[src/rtl/ptt_pkg.sv]
// Shared constants and types of the power transfer termination block
package ptt_pkg;
    // APB register byte offsets
    localparam logic [7:0] ADDR_CTRL   = 8'h00;
    localparam logic [7:0] ADDR_STATUS = 8'h04;
    localparam logic [7:0] ADDR_COUNT  = 8'h08;
    // Control register fields and reset value
    localparam int CTRL_EN_BIT  = 0;
    localparam int CTRL_CLR_BIT = 1;
    localparam logic CTRL_EN_RST = 1'b1;
    // Status register field positions
    localparam int ST_DONE_BIT  = 0;
    localparam int ST_PEND_BIT  = 1;
    localparam int ST_PMA_BIT   = 2;
    localparam int ST_NCONV_BIT = 3;
    localparam int ST_OVP_BIT   = 4;
    localparam int ST_SURGE_BIT = 5;
    localparam int ST_CODE_LSB  = 8;
    // Index of each synchronised comparator input
    localparam int SYNC_W    = 13;
    localparam int I_AD      = 0;
    localparam int I_CTRLH   = 1;
    localparam int I_CTRLL   = 2;
    localparam int I_HOT     = 3;
    localparam int I_TJ      = 4;
    localparam int I_RLIM    = 5;
    localparam int I_TERM    = 6;
    localparam int I_LIMDIS  = 7;
    localparam int I_PING    = 8;
    localparam int I_CONV    = 9;
    localparam int I_OVP     = 10;
    localparam int I_SURGE   = 11;
    localparam int I_PMA     = 12;
    // Termination reason codes actually sent
    localparam logic [2:0] RSN_UNKNOWN  = 3'h0;
    localparam logic [2:0] RSN_CHARGED  = 3'h1;
    localparam logic [2:0] RSN_FAULT    = 3'h2;
    localparam logic [2:0] RSN_OVERTEMP = 3'h3;
    localparam logic [2:0] RSN_OVERVOLT = 3'h4;
    localparam logic [2:0] RSN_MAX_SENT = 3'h4;
    // Startup non-convergence packet budget
    localparam logic [6:0] STARTUP_PKTS = 7'h40;
    // Communication current limit bands, in mA
    localparam logic [11:0] LIM_LO_MA  = 12'h064;
    localparam logic [11:0] LIM_HI_MA  = 12'h190;
    localparam logic [11:0] LIM_OFS_MA = 12'h032;
    // Error packet pacing
    localparam int unsigned CLK_KHZ  = 250000;
    localparam int unsigned FAST_MS  = 30;
    localparam int unsigned SLOW_MS  = 250;
    localparam int unsigned FAST_CYC = FAST_MS * CLK_KHZ;
    localparam int unsigned SLOW_CYC = SLOW_MS * CLK_KHZ;
    localparam int TMR_W = 26;
    typedef enum logic [2:0] {
        S_RUN  = 3'b001,
        S_PEND = 3'b010,
        S_DONE = 3'b100
    } ptt_state_t;
endpackage

[src/rtl/ptt_sync.sv]
// Two-stage synchroniser for asynchronous comparator levels
`timescale 1ns/100ps
`default_nettype none
module ptt_sync #(
    parameter int W = 1
) (
    input  wire logic         pclk,
    input  wire logic         presetn,
    input  wire logic         ce,
    input  wire logic [W-1:0] d,
    output logic      [W-1:0] q
);
    typedef struct packed {
        logic [W-1:0] s1;
        logic [W-1:0] s2;
    } ptt_sync_t;
    ptt_sync_t s;
    ptt_sync_t next_s;

    always_comb
    begin
        next_s    = s;
        next_s.s1 = d;
        next_s.s2 = s.s1;
    end

    always_ff @(posedge pclk or negedge presetn)
    begin
        if (!presetn)
            s <= '0;
        else if (ce)
            s <= next_s;
    end

    assign q = s.s2;
endmodule
`default_nettype wire

[src/rtl/ptt_pacer.sv]
// Error packet pacing timer with fast and slow periods
`timescale 1ns/100ps
`default_nettype none
module ptt_pacer #(
    parameter int unsigned FAST = ptt_pkg::FAST_CYC,
    parameter int unsigned SLOW = ptt_pkg::SLOW_CYC
) (
    input  wire logic pclk,
    input  wire logic presetn,
    input  wire logic ce,
    input  wire logic run,
    input  wire logic fast,
    output logic      tick
);
    localparam logic [ptt_pkg::TMR_W-1:0] FAST_END = ptt_pkg::TMR_W'(FAST - 1);
    localparam logic [ptt_pkg::TMR_W-1:0] SLOW_END = ptt_pkg::TMR_W'(SLOW - 1);
    typedef struct packed {
        logic [ptt_pkg::TMR_W-1:0] cnt;
        logic                      fast_q;
        logic                      tick;
    } ptt_pacer_t;
    ptt_pacer_t s;
    ptt_pacer_t next_s;

    always_comb
    begin
        next_s        = s;
        next_s.tick   = 1'b0;
        next_s.fast_q = fast;
        // A period change restarts the count so a surge answers promptly
        if (!run || fast != s.fast_q)
            next_s.cnt = '0;
        else if (s.cnt == (s.fast_q ? FAST_END : SLOW_END))
        begin
            next_s.cnt  = '0;
            next_s.tick = 1'b1;
        end
        else
            next_s.cnt = s.cnt + 1'b1;
    end

    always_ff @(posedge pclk or negedge presetn)
    begin
        if (!presetn)
            s <= '0;
        else if (ce)
            s <= next_s;
    end

    assign tick = s.tick;
endmodule
`default_nettype wire

[src/rtl/ptt_core.sv]
// Power transfer termination control with APB status and control registers
//
// Summary of operation
// Control pin above 1.4 V sends charge-complete (WPC) or end-of-charge (PMA).
// Reason is a byte 0x00..0x08; codes 0x05..0x08 are never sent.
// Adapter high gives 0x00, control high 0x01, die hot or resistor low 0x02.
// Sense below hot level or control pin below 100 mV gives 0x03.
// No rectifier convergence after 64 startup error packets gives 0x04.
// Transmitter shuts power off after a non-convergence termination.
// PMA only: termination pin above limit pin disables output, sends end-of-charge.
// WPC only: communication current limit unless enable pin is high.
// Limit none below 100 mA, load+50 to 400 mA, load-50 above.
// WPC only: pad-detect pulled low while ping memory exceeds 1.6 V.
// Transmitter idles in low power after charge complete, still pinging.
// Hot threshold sends over-temperature (WPC) or end-of-charge (PMA) per mode.
// Input surge paces error packets every 30 ms, afterwards every 250 ms.
// Rectifier overvoltage turns regulator off and asks transmitter to lower it.
// Simultaneous causes give one packet with the lowest reason code.
// Causes watched continuously; termination goes out at the next packet slot.
`timescale 1ns/100ps
`default_nettype none
module ptt_core #(
    parameter int unsigned FAST_CYC = ptt_pkg::FAST_CYC,
    parameter int unsigned SLOW_CYC = ptt_pkg::SLOW_CYC
) (
    input  wire logic        pclk,
    input  wire logic        presetn,
    input  wire logic        ce,
    input  wire logic        psel,
    input  wire logic        penable,
    input  wire logic        pwrite,
    input  wire logic [7:0]  paddr,
    input  wire logic [31:0] pwdata,
    output logic      [31:0] prdata,
    output logic             pready,
    output logic             pslverr,
    input  wire logic        adapter_over,
    input  wire logic        temp_sense_control_high,
    input  wire logic        temp_sense_control_low,
    input  wire logic        temp_sense_hot,
    input  wire logic        junction_over,
    input  wire logic        limit_resistor_low,
    input  wire logic        term_over_current_limit,
    input  wire logic        comm_limit_enable_pin,
    input  wire logic        ping_memory_high,
    input  wire logic        rectifier_converged,
    input  wire logic        rectifier_overvoltage,
    input  wire logic        input_surge,
    input  wire logic        pma_mode,
    input  wire logic        packet_slot,
    input  wire logic        startup,
    input  wire logic        comm_active,
    input  wire logic [11:0] load_ma,
    output logic             ept_send,
    output logic      [7:0]  ept_code,
    output logic             eoc_send,
    output logic             output_disable,
    output logic             regulator_off,
    output logic             error_packet_req,
    output logic             pad_detect_out_o,
    output logic             pad_detect_out_oe,
    output logic             comm_limit_on,
    output logic      [11:0] comm_limit_ma
);
    typedef struct packed {
        ptt_pkg::ptt_state_t st;
        logic [2:0]          code;
        logic                nonconv;
        logic [6:0]          cnt;
        logic                en;
        logic                ovp_q;
        logic                ept_send;
        logic [7:0]          ept_code;
        logic                eoc_send;
        logic                out_dis;
        logic                reg_off;
        logic                err_req;
        logic                pad_o;
        logic                pad_oe;
        logic                lim_on;
        logic [11:0]         lim_ma;
        logic [31:0]         prdata;
        logic                pready;
        logic                pslverr;
    } ptt_core_t;

    ptt_core_t s;
    ptt_core_t next_s;
    logic [ptt_pkg::SYNC_W-1:0] x;
    logic                       tick;
    logic                       pace_run;
    logic                       c_ad;
    logic                       c_chg;
    logic                       c_flt;
    logic                       c_hot;
    logic                       cand_any;
    logic [2:0]                 cand_code;
    logic                       acc;

    // Every comparator level comes from the analog domain
    ptt_sync #(
        .W (ptt_pkg::SYNC_W)
    ) u_sync (
        .pclk    (pclk),
        .presetn (presetn),
        .ce      (ce),
        .d       ({pma_mode, input_surge, rectifier_overvoltage, rectifier_converged,
                   ping_memory_high, comm_limit_enable_pin, term_over_current_limit,
                   limit_resistor_low, junction_over, temp_sense_hot,
                   temp_sense_control_low, temp_sense_control_high, adapter_over}),
        .q       (x)
    );

    assign pace_run = s.en && !startup && s.st == ptt_pkg::S_RUN;

    ptt_pacer #(
        .FAST (FAST_CYC),
        .SLOW (SLOW_CYC)
    ) u_pacer (
        .pclk    (pclk),
        .presetn (presetn),
        .ce      (ce),
        .run     (pace_run),
        .fast    (x[ptt_pkg::I_SURGE]),
        .tick    (tick)
    );

    assign c_ad  = x[ptt_pkg::I_AD];
    assign c_chg = x[ptt_pkg::I_CTRLH];
    assign c_flt = x[ptt_pkg::I_TJ] | x[ptt_pkg::I_RLIM];
    assign c_hot = x[ptt_pkg::I_HOT] | x[ptt_pkg::I_CTRLL];
    // Termination pin cause is ignored outside PMA
    assign cand_any = c_ad | c_chg | c_flt | c_hot | s.nonconv
                    | (x[ptt_pkg::I_PMA] & x[ptt_pkg::I_TERM]);

    // Lowest code wins when causes overlap
    always_comb
    begin
        if (c_ad)
            cand_code = ptt_pkg::RSN_UNKNOWN;
        else if (c_chg)
            cand_code = ptt_pkg::RSN_CHARGED;
        else if (c_flt)
            cand_code = ptt_pkg::RSN_FAULT;
        else if (c_hot)
            cand_code = ptt_pkg::RSN_OVERTEMP;
        else if (s.nonconv)
            cand_code = ptt_pkg::RSN_OVERVOLT;
        else
            cand_code = ptt_pkg::RSN_CHARGED;
    end

    assign acc = psel && penable;

    always_comb
    begin
        next_s          = s;
        next_s.ept_send = 1'b0;
        next_s.eoc_send = 1'b0;
        next_s.err_req  = 1'b0;
        next_s.pad_o    = 1'b0;
        next_s.ovp_q    = x[ptt_pkg::I_OVP];

        case (s.st)
            ptt_pkg::S_RUN:
            begin
                if (s.en && cand_any)
                begin
                    next_s.st   = ptt_pkg::S_PEND;
                    next_s.code = cand_code;
                end
            end
            ptt_pkg::S_PEND:
            begin
                if (cand_any)
                    next_s.code = cand_code;
                if (!s.en)
                    next_s.st = ptt_pkg::S_RUN;
                else if (packet_slot)
                begin
                    next_s.st = ptt_pkg::S_DONE;
                    if (x[ptt_pkg::I_PMA])
                        next_s.eoc_send = 1'b1;
                    else
                    begin
                        next_s.ept_send = 1'b1;
                        next_s.ept_code = {5'h00, cand_any ? cand_code : s.code};
                    end
                end
            end
            ptt_pkg::S_DONE:
            begin
                // Software restart; a send in the same cycle still completes first
                if (acc && s.pready && pwrite && paddr == ptt_pkg::ADDR_CTRL
                    && pwdata[ptt_pkg::CTRL_CLR_BIT])
                begin
                    next_s.st      = ptt_pkg::S_RUN;
                    next_s.nonconv = 1'b0;
                    next_s.cnt     = '0;
                end
            end
            default:
                next_s.st = ptt_pkg::S_RUN;
        endcase

        // Startup budget of error packets before giving up on convergence
        if (startup && s.en && s.st == ptt_pkg::S_RUN && packet_slot
            && !x[ptt_pkg::I_CONV] && !s.nonconv)
        begin
            next_s.cnt = s.cnt + 1'b1;
            if (s.cnt == ptt_pkg::STARTUP_PKTS - 7'h01)
                next_s.nonconv = 1'b1;
        end

        next_s.out_dis = next_s.st != ptt_pkg::S_RUN;
        next_s.reg_off = x[ptt_pkg::I_OVP];
        // Overvoltage onset asks for a correction at once, not at the next tick
        next_s.err_req = tick | (x[ptt_pkg::I_OVP] & ~s.ovp_q);
        next_s.pad_oe  = x[ptt_pkg::I_PING] & ~x[ptt_pkg::I_PMA];

        // Limit follows the load; it is only a target for the analog loop
        next_s.lim_on = !x[ptt_pkg::I_PMA] && !x[ptt_pkg::I_LIMDIS]
                      && comm_active && load_ma >= ptt_pkg::LIM_LO_MA;
        if (load_ma > ptt_pkg::LIM_HI_MA)
            next_s.lim_ma = load_ma - ptt_pkg::LIM_OFS_MA;
        else
            next_s.lim_ma = load_ma + ptt_pkg::LIM_OFS_MA;

        // One wait state: data are prepared on the first access cycle
        next_s.pready  = acc && !s.pready;
        next_s.pslverr = 1'b0;
        next_s.prdata  = '0;
        if (acc && !s.pready)
        begin
            case (paddr)
                ptt_pkg::ADDR_CTRL:
                    next_s.prdata[ptt_pkg::CTRL_EN_BIT] = s.en;
                ptt_pkg::ADDR_STATUS:
                begin
                    next_s.prdata[ptt_pkg::ST_DONE_BIT]  = s.st == ptt_pkg::S_DONE;
                    next_s.prdata[ptt_pkg::ST_PEND_BIT]  = s.st == ptt_pkg::S_PEND;
                    next_s.prdata[ptt_pkg::ST_PMA_BIT]   = x[ptt_pkg::I_PMA];
                    next_s.prdata[ptt_pkg::ST_NCONV_BIT] = s.nonconv;
                    next_s.prdata[ptt_pkg::ST_OVP_BIT]   = x[ptt_pkg::I_OVP];
                    next_s.prdata[ptt_pkg::ST_SURGE_BIT] = x[ptt_pkg::I_SURGE];
                    next_s.prdata[ptt_pkg::ST_CODE_LSB +: 3] = s.code;
                end
                ptt_pkg::ADDR_COUNT:
                    next_s.prdata[6:0] = s.cnt;
                default:
                    next_s.pslverr = 1'b1;
            endcase
        end
        if (acc && s.pready && pwrite && paddr == ptt_pkg::ADDR_CTRL)
            next_s.en = pwdata[ptt_pkg::CTRL_EN_BIT];
    end

    always_ff @(posedge pclk or negedge presetn)
    begin
        if (!presetn)
        begin
            s    <= '0;
            s.st <= ptt_pkg::S_RUN;
            s.en <= ptt_pkg::CTRL_EN_RST;
        end
        else if (ce)
            s <= next_s;
    end

    assign prdata            = s.prdata;
    assign pready            = s.pready;
    assign pslverr           = s.pslverr;
    assign ept_send          = s.ept_send;
    assign ept_code          = s.ept_code;
    assign eoc_send          = s.eoc_send;
    assign output_disable    = s.out_dis;
    assign regulator_off     = s.reg_off;
    assign error_packet_req  = s.err_req;
    assign pad_detect_out_o  = s.pad_o;
    assign pad_detect_out_oe = s.pad_oe;
    assign comm_limit_on     = s.lim_on;
    assign comm_limit_ma     = s.lim_ma;
endmodule
`default_nettype wire

[config.mk]
export PLATFORM = sky130hd
export DESIGN_NAME = ptt_core
export DESIGN_NICKNAME = d
export VERILOG_FILES = /design/src/rtl/ptt_pkg.sv /design/src/rtl/ptt_sync.sv /design/src/rtl/ptt_pacer.sv /design/src/rtl/ptt_core.sv
export SDC_FILE = /design/constraint.sdc
export NUM_CORES = 1
export LEC_CHECK = 0
export BUFFER_PORTS_ARGS = -buffer_cell sky130_fd_sc_hd__buf_2
export CORE_MARGIN = 5
export CORE_UTILIZATION = 35
export CTS_CLUSTER_SIZE = 30
export DETAILED_ROUTE_END_ITERATION = 10
export GPL_TIMING_DRIVEN = 0
export PLACE_DENSITY_LB_ADDON = 0.3
export SYNTH_ARGS = -nofsm -noshare
export SYNTH_HDL_FRONTEND = slang
export SYNTH_SLANG_ARGS = --single-unit
[constraint.sdc]
create_clock -name pclk -period 3.32 [get_ports pclk]
set_input_delay 0.166 -clock pclk [delete_from_list [all_inputs] [get_ports pclk]]
set_output_delay 0.166 -clock pclk [all_outputs]
set_load 0.01 [all_outputs]
==> reports/results.ini, run 1 <==
[sta]
setup_viol=0
rsz0062_at_grt=no
finalHoldViolations=0
post-route-period-util_pct=90.1
hold_ws_ns=0.0288
slew_viol_final=0
clock.fmax_ghz=0.334
finalClockSkew_ns=0.00896
min_clock_period_post_route_ns=2.99
timing_worst_slew_pin_value_ns=0.991
slew_headroom_pct=33.4
setup_total_negative_slack_ns=0

[layout]
ratio_of_cells_with_drive_above_1_in_the_final_layout_pct=29.7
layout.filler_cells=1649
multiInputGateArea_sq_um=2810
n_antenna_cell=0
finish.cell_count_without_fillers=940
area_growth_syn_to_layout_pct=19.0
register_area_sq_um=2580
finish.net_count=801
stdcell_area_sq_um=7090

[synthesis]
count_of_flip_flops_with_a_built_in_enable_after_synthesis=0
yosys_most_used_dff=sky130_fd_sc_hd__dfrtp_1
post_synthesis_sequential_area_ratio_pct=43.3
ys_async_sr_fraction_pct=100
yosys_warn_count=0
synth_adder_area_share_pct=2.65
synth_compound_gate_area_share_pct=14.0
synth_area_sq_um=5950
avgSynthCellArea_sq_um=9.94
synth_cells=599
ys_types=73
synthMuxAreaShare_pct=8.60
synth_top_cells_by_area=sky130_fd_sc_hd__dfrtp_1, sky130_fd_sc_hd__mux2_2, sky130_fd_sc_hd__buf_4
synth_simple_gate_area_share_pct=18.7
synth_top_area_share_pct=42.5
synth-xor-area-share_pct=1.47
netlist.top_cell.by_area=sky130_fd_sc_hd__dfrtp_1
synth_top_family_by_area=simple AND/OR/NAND/NOR gates
ys_ff_latch=103

[setup_path]
crit_path_top_delay_cell=sky130_fd_sc_hd__o41ai_1
crit-reg2reg-launch=u_sync.q[5]
crit_path_start=load_ma[2]
timing.reg2reg.worst_path_depth=5
setup.worst_path.end_class=register
crit_chain=buf_2, o41ai_1, a21oi_1, nor2_1, inv_1, ha_1, clkbuf_1, a21o_1, a221o_1, a31oi_1, mux2i_1, a2111o_1
critical_path_class=input port to register
r2r_setup_slack_ns=1.06
cp-endpoint=comm_limit_ma[10]
max_stage_delay_ns=0.39
timing.critical_path.from_type=input port
critical_path_required_ns=3.56
critical_path.reg2reg.endpoint=output_disable
path_max_fanout=7
critPathArrivalTime_ns=3.23

[global_route]
global_route.usage.total_pct=15.7
wire_length_of_the_first_global_routing_pass_um=25300
grt_max_degree=60
grt_antenna_before_repair=0
first_global_vias=4721
grt_remaining_overflow=0

[cts]
clock-sinks=103
clock_tree.buffer_depth=2
clock-root-buffer=sky130_fd_sc_hd__clkbuf_16
number_of_h_tree_branching_levels=3
insertion_delay_ns=0.36
tritoncts.num_buffers=9
path_clk_slew_ns=0.08
tritoncts_clock_tree=done

[die]
io_pins=136
initial_standard_cell_utilization_of_the_core_pct=35.8
chipHeight_um=140
total_number_of_placement_rows=47
placeableCoreArea_sq_um=16600
chipWidth_um=140
floorplan.die_area_sq_um=19700

[power]
p_int_w=0.00226
power_switching_share_pct=26.4
pwr_density_cell_nw_per_um2=434
p_comb_share_pct=14.8
p_switching_w=0.000812
sequentialPowerShare_pct=45.7
power_leakage_nw=3.24
power_frac_clock_pct=39.5
worst_ir_drop_vdd_uv=296

[drt]
detail-route-antenna-nets=0
number_of_vias_per_cell=5.15
num_vias=4838
firstDrtPassIters=4
detailed_router_s_first_iteration_violation_count=286
drt-wirelength-per-cell_um=16.2
wl_um=15200
drc=0

[place]
placed_area_sq_um=6740
portBuffers=76
dp_cells=923
hpwlAfterDp_um=11200
routabilityCongestion=0.852

[flow_run]
max_cap_violations=0

[outcome]
run_status=finished clean

[hold_path]
worst_min_path_class=input port to register

cells by family after synthesis:
| family | count (synthesis) |
|---|---|
| AND/OR/NAND/NOR | 202 |
| AO/OA/AOI/OAI | 116 |
| buffers and inverters | 109 |
| flip-flops | 103 |
| multiplexers | 46 |
| adder cells (fa/ha/maj) | 12 |
| XOR/XNOR | 10 |
| other | 1 |
cells in the mapped netlist (5+ instances only):
| library cell | count |
|---|---|
| sky130_fd_sc_hd__o21ai_0 | 21 |
| sky130_fd_sc_hd__buf_4 | 54 |
| sky130_fd_sc_hd__mux2i_1 | 5 |
| sky130_fd_sc_hd__nor2b_1 | 7 |
| sky130_fd_sc_hd__nand3_1 | 26 |
| sky130_fd_sc_hd__a31oi_1 | 12 |
| sky130_fd_sc_hd__and3_1 | 10 |
| sky130_fd_sc_hd__nor4b_1 | 5 |
| sky130_fd_sc_hd__a22oi_1 | 7 |
| sky130_fd_sc_hd__buf_6 | 5 |
| sky130_fd_sc_hd__ha_1 | 11 |
| sky130_fd_sc_hd__buf_2 | 7 |
| sky130_fd_sc_hd__nor3_1 | 5 |
| sky130_fd_sc_hd__nand2_1 | 46 |
| sky130_fd_sc_hd__inv_1 | 25 |
| sky130_fd_sc_hd__clkbuf_1 | 13 |
| sky130_fd_sc_hd__nand2b_1 | 5 |
| sky130_fd_sc_hd__nand4_1 | 29 |
| sky130_fd_sc_hd__xor2_1 | 6 |
| sky130_fd_sc_hd__and4_1 | 5 |
| sky130_fd_sc_hd__or3_1 | 5 |
| sky130_fd_sc_hd__dfrtp_1 | 101 |
| sky130_fd_sc_hd__o311ai_0 | 5 |
| sky130_fd_sc_hd__a21oi_1 | 15 |
| sky130_fd_sc_hd__mux2_2 | 41 |
| sky130_fd_sc_hd__nor4_1 | 7 |
| sky130_fd_sc_hd__nor2_1 | 29 |
| sky130_fd_sc_hd__o2bb2ai_1 | 6 |
| sky130_fd_sc_hd__a21o_1 | 7 |
cell usage in the layout (no fill, tap or decap), types with 4 or more instances in the layout:
cell type                   Yosys  final
sky130_fd_sc_hd__nor4_1         7      7
sky130_fd_sc_hd__a22o_1         4      4
sky130_fd_sc_hd__nand3b_1       4      4
sky130_fd_sc_hd__a21o_1         7      7
sky130_fd_sc_hd__and3_1        10     10
sky130_fd_sc_hd__a31oi_1       12     12
sky130_fd_sc_hd__clkbuf_1      13     13
sky130_fd_sc_hd__or3_1          5      5
sky130_fd_sc_hd__xor2_1         6      6
sky130_fd_sc_hd__nor4b_1        5      5
sky130_fd_sc_hd__buf_4         54     55
sky130_fd_sc_hd__a22oi_1        7      7
sky130_fd_sc_hd__conb_1         1     28
sky130_fd_sc_hd__o2bb2ai_1      6      6
sky130_fd_sc_hd__nor3_1         5      5
sky130_fd_sc_hd__nand2_1       46     46
sky130_fd_sc_hd__buf_2          7     82
sky130_fd_sc_hd__a21oi_1       15     15
sky130_fd_sc_hd__nand3_1       26     26
sky130_fd_sc_hd__clkbuf_16      0      9
sky130_fd_sc_hd__nor2_1        29     29
sky130_fd_sc_hd__mux2i_1        5      5
sky130_fd_sc_hd__inv_1         25     25
sky130_fd_sc_hd__nand4_1       29     29
sky130_fd_sc_hd__o41ai_1        4      4
sky130_fd_sc_hd__xnor2_1        4      4
sky130_fd_sc_hd__dfrtp_1      101    101
sky130_fd_sc_hd__nand2b_1       5      5
sky130_fd_sc_hd__and4_1         5      5
sky130_fd_sc_hd__o21ai_0       21     21
sky130_fd_sc_hd__buf_6          5      5
sky130_fd_sc_hd__mux2_2        41     41
sky130_fd_sc_hd__nor2b_1        7      7
sky130_fd_sc_hd__ha_1          11     11
sky130_fd_sc_hd__o22ai_1        4      4
sky130_fd_sc_hd__o311ai_0       5      5
per-stage QoR:
stage	total power (W)	setup slack (ns)	utilization, %
2_1_floorplan	0.00171	0.568	-
3_3_place_gp	0.00188	-0.0545	40.3
3_5_place_dp	0.00189	-0.00445	40.5
4_1_cts	0.00310	0.350	42.6
5_1_grt	0.00323	0.121	42.6
6_report	0.00308	0.330	42.6
registers in the layout (all words and copies together) (netlist names), 3 cells and up:
name / flops
u_pacer.s: 27
s: 15
ept_code: 3
u_sync.q: 13
u_sync.next_s: 13
comm_limit_ma: 12
prdata: 10
how the worst min path moves through the flow:
| stage | cells after the start | end | from | slack [ns] |
|---|---|---|---|---|
| 6_report | 2 | u_sync.next_s[3] | temp_sense_hot | 0.03 |
| 5_1_grt | 2 | u_sync.next_s[4] | junction_over | 0.03 |
| 4_1_cts | 2 | u_sync.next_s[7] | comm_limit_enable_pin | 0.02 |
| 3_5_place_dp | 1 | u_pacer.s[16] | presetn | 0.21 |
| 3_3_place_gp | 2 | u_sync.next_s[6] | term_over_current_limit | 0.40 |
| 2_1_floorplan | 0 | comm_limit_ma[0] | presetn | -0.13 |
area by class of cell:
class	count	area share (%)
multi-input cells	414	39.7
flip-flops and latches	103	36.4
plain buffers	84	8.00
repair buffers	78	5.93
well taps	220	3.88
clock buffers	10	3.37
clock inverters	6	1.38
inverters	25	1.32
per-layer routing:
| layer | global-route usage, % | share of wire [%] | up-vias |
|---|---|---|---|
| met3 | 3.41 | 5.5 | 27 |
| met4 | 5.86 | 2.6 | 0 |
| met5 | 0 | 0 | - |
| li1 | - | - | 2357 |
| met2 | 24.1 | 46 | 155 |
| met1 | 21.9 | 46 | 2299 |
power groups by stage:
| stage | Sequential (W) | Combinational, W | Clock, W |
|---|---|---|---|
| 6_report | 0.00140 | 0.000457 | 0.00121 |
| 5_1_grt | 0.00142 | 0.000512 | 0.00129 |
| 4_1_cts | 0.00141 | 0.000463 | 0.00123 |
| 3_5_place_dp | 0.00143 | 0.000460 | 0 |
| 3_3_place_gp | 0.00143 | 0.000450 | 0 |
| 2_1_floorplan | 0.00141 | 0.000303 | 0 |
worst max-delay path, delay by kind of cell:
family | cells | cell delay (ns)
AO/OA/AOI/OAI | 6 | 1.67
buffers and inverters | 3 | 0.57
AND/OR/NAND/NOR | 1 | 0.37
adder cells (fa/ha/maj) | 1 | 0.32
multiplexers | 1 | 0.11
timing repair:
action / 4_1_cts / 5_1_grt
hold endpoints to repair: 44 / 0
buffers inserted: 0 / 0
hold buffers: 1 / 0
gates resized for setup: 0 / 0
Power figures use the tool's default switching activity.
==> run 2: changes to the inputs <==
SETUP_SLACK_MARGIN = 0.5   (was unset)
==> run 2 against run 1 <==
Power is essentially flat. Routed wire length grew 0.54%. Hold slack gained 0.0018 ns. Combinational power is essentially flat. Utilization grew 0.11 points. Worst setup slack gained 0.33 ns. Non-clock buffer count grew 2. Via count is essentially flat. First-iteration DRC count shrank 7.0%. Global-route usage is the same. Maximum frequency grew 12%. Sequential cell count is the same. Critical path type unchanged.
==> reports/results.ini, run 2 (same netlist as run 1, synthesis figures left out) <==
[outcome]
run_status=finished clean

[cts]
insertion_delay_ns=0.36
clock-sinks=103
clock_tree.buffer_depth=2
path_clk_slew_ns=0.08
tritoncts.num_buffers=9
clock-root-buffer=sky130_fd_sc_hd__clkbuf_16
number_of_h_tree_branching_levels=3
tritoncts_clock_tree=done

[hold_path]
worst_min_path_class=input port to register

[setup_path]
timing.critical_path.from_type=input port
critical_path_required_ns=3.56
critical_path_class=input port to register
critPathArrivalTime_ns=2.90
path_max_fanout=7
setup.worst_path.end_class=register

[drt]
route.met3.wl_um=823
number_of_vias_per_cell=5.14
detailed_router_s_first_iteration_violation_count=266
num_vias=4842
drc=0
detail-route-antenna-nets=0
firstDrtPassIters=5
route.top_layer_used=met4
route.layer.met1.wl_um=7040
drt-wirelength-per-cell_um=16.2
wl_um=15300
met2RoutedLength_um=7020

[global_route]
wire_length_of_the_first_global_routing_pass_um=25300
global_route.usage.total_pct=15.7
grt_max_degree=60
first_global_vias=4721
grt_antenna_before_repair=0
grt_remaining_overflow=0

[die]
initial_standard_cell_utilization_of_the_core_pct=35.8
total_number_of_placement_rows=47
chipHeight_um=140
floorplan.die_area_sq_um=19700
chipWidth_um=140
placeableCoreArea_sq_um=16600
io_pins=136

[layout]
area_growth_syn_to_layout_pct=19.3
n_antenna_cell=0
stdcell_area_sq_um=7100
ratio_of_cells_with_drive_above_1_in_the_final_layout_pct=30.2
most-common-layout-cells=sky130_fd_sc_hd__dfrtp_1, sky130_fd_sc_hd__buf_2, sky130_fd_sc_hd__buf_4
largest_registers=u_pacer.s: 27 flops, s: 15 flops
largest_register_ffs=27
registers.top_by_ff_count=u_pacer.s
finish.net_count=803
layout.filler_cells=1648
final_common_cell=sky130_fd_sc_hd__dfrtp_1

[place]
portBuffers=76
routabilityCongestion=0.852
hpwlAfterDp_um=11200
post-place-ws_ns=-0.00445
placed_area_sq_um=6740

[power]
worst_ir_drop_vdd_uv=295
power_leakage_nw=3.25
p_switching_w=0.000812
sequentialPowerShare_pct=45.7
pwr_density_cell_nw_per_um2=433
power_frac_clock_pct=39.4
p_comb_share_pct=14.9
power_switching_share_pct=26.4
total_power_w=0.00308
p_int_w=0.00226

[sta]
slew_viol_final=0
timing_worst_slew_pin_value_ns=1.02
slew_headroom_pct=31.4
clock.fmax_ghz=0.376
setup_viol=0
finalHoldViolations=0
rsz0062_at_grt=no
post-route-period-util_pct=80.2
finalClockSkew_ns=0.00927
setup_ws_ns=0.657
setup_total_negative_slack_ns=0
min_clock_period_post_route_ns=2.66

[flow_run]
max_cap_violations=0

run 2: changes by cell type in the layout (fill, tap and decap cells not counted), sizes merged:
cell  change
buf       +2
run 2: area by class of cell:
cell class	count	area, sq um	share of cell area, %
buffer	84	567	7.98
clock buffer	10	239	3.36
clock inverter	6	97.6	1.37
inverter	25	93.8	1.32
multi-input combinational	414	2820	39.6
sequential	103	2580	36.3
tap	220	275	3.87
timing repair buffer	80	435	6.13
run 2: what timing repair did:
item / in CTS / in global routing
setup buffers: 0 / 2
hold endpoints to repair: 44 / 0
setup endpoints to repair: 1 / 1
hold buffers: 1 / 0
pin swaps: 0 / 1
gates resized for setup: 1 / 1
run 2: power groups by stage:
stage	Combinational [W]	Clock (W)	Sequential, W
floorplan	0.000303	0	0.00141
global placement	0.000450	0	0.00143
detailed placement	0.000460	0	0.00143
CTS	0.000463	0.00123	0.00141
global route	0.000514	0.00129	0.00142
finish	0.000458	0.00121	0.00141
run 2: path summary, 6_finish.rpt:
| check | start | endpoint | slack, ns | cells past startpoint |
|---|---|---|---|---|
| max | load_ma[2] | comm_limit_ma[10] | 0.66 | 12 |
| max reg2reg | u_sync.q[5] | output_disable | 1.05 | 5 |
| max in group asynchronous | presetn | s[63] | 2.21 | 3 |
| min in group asynchronous | presetn | u_pacer.s[16] | 0.35 | 2 |
| min reg2reg | ept_send | ept_send | 0.48 | 1 |
| min | temp_sense_hot | u_sync.next_s[3] | 0.03 | 2 |
run 2: stage by stage:
stage / std cells / hold slack [ns] / util, %
2_1_floorplan: 626 / -0.130 / -
3_3_place_gp: 922 / 0.398 / 40.3
3_5_place_dp: 923 / 0.214 / 40.5
4_1_cts: 940 / 0.0242 / 42.6
5_1_grt: 942 / 0.0278 / 42.7
6_report: 942 / 0.0306 / 42.7
run 2: worst max-delay path, cell delays in order:
cell	delay, ns
sky130_fd_sc_hd__buf_2	0.12
sky130_fd_sc_hd__o41ai_1	0.41
sky130_fd_sc_hd__a21oi_1	0.14
sky130_fd_sc_hd__nor2_2	0.20
sky130_fd_sc_hd__inv_2	0.12
sky130_fd_sc_hd__ha_1	0.28
sky130_fd_sc_hd__clkbuf_1	0.19
sky130_fd_sc_hd__a21o_1	0.21
sky130_fd_sc_hd__a221o_1	0.33
sky130_fd_sc_hd__a31oi_1	0.24
sky130_fd_sc_hd__mux2i_1	0.11
sky130_fd_sc_hd__a2111o_1	0.38
run 2: layer usage:
metal,track usage (%),vias to the layer above
met4,5.86,0
li1,-,2360
met5,0,-
met2,24.1,144
met3,3.41,24
met1,21.9,2314
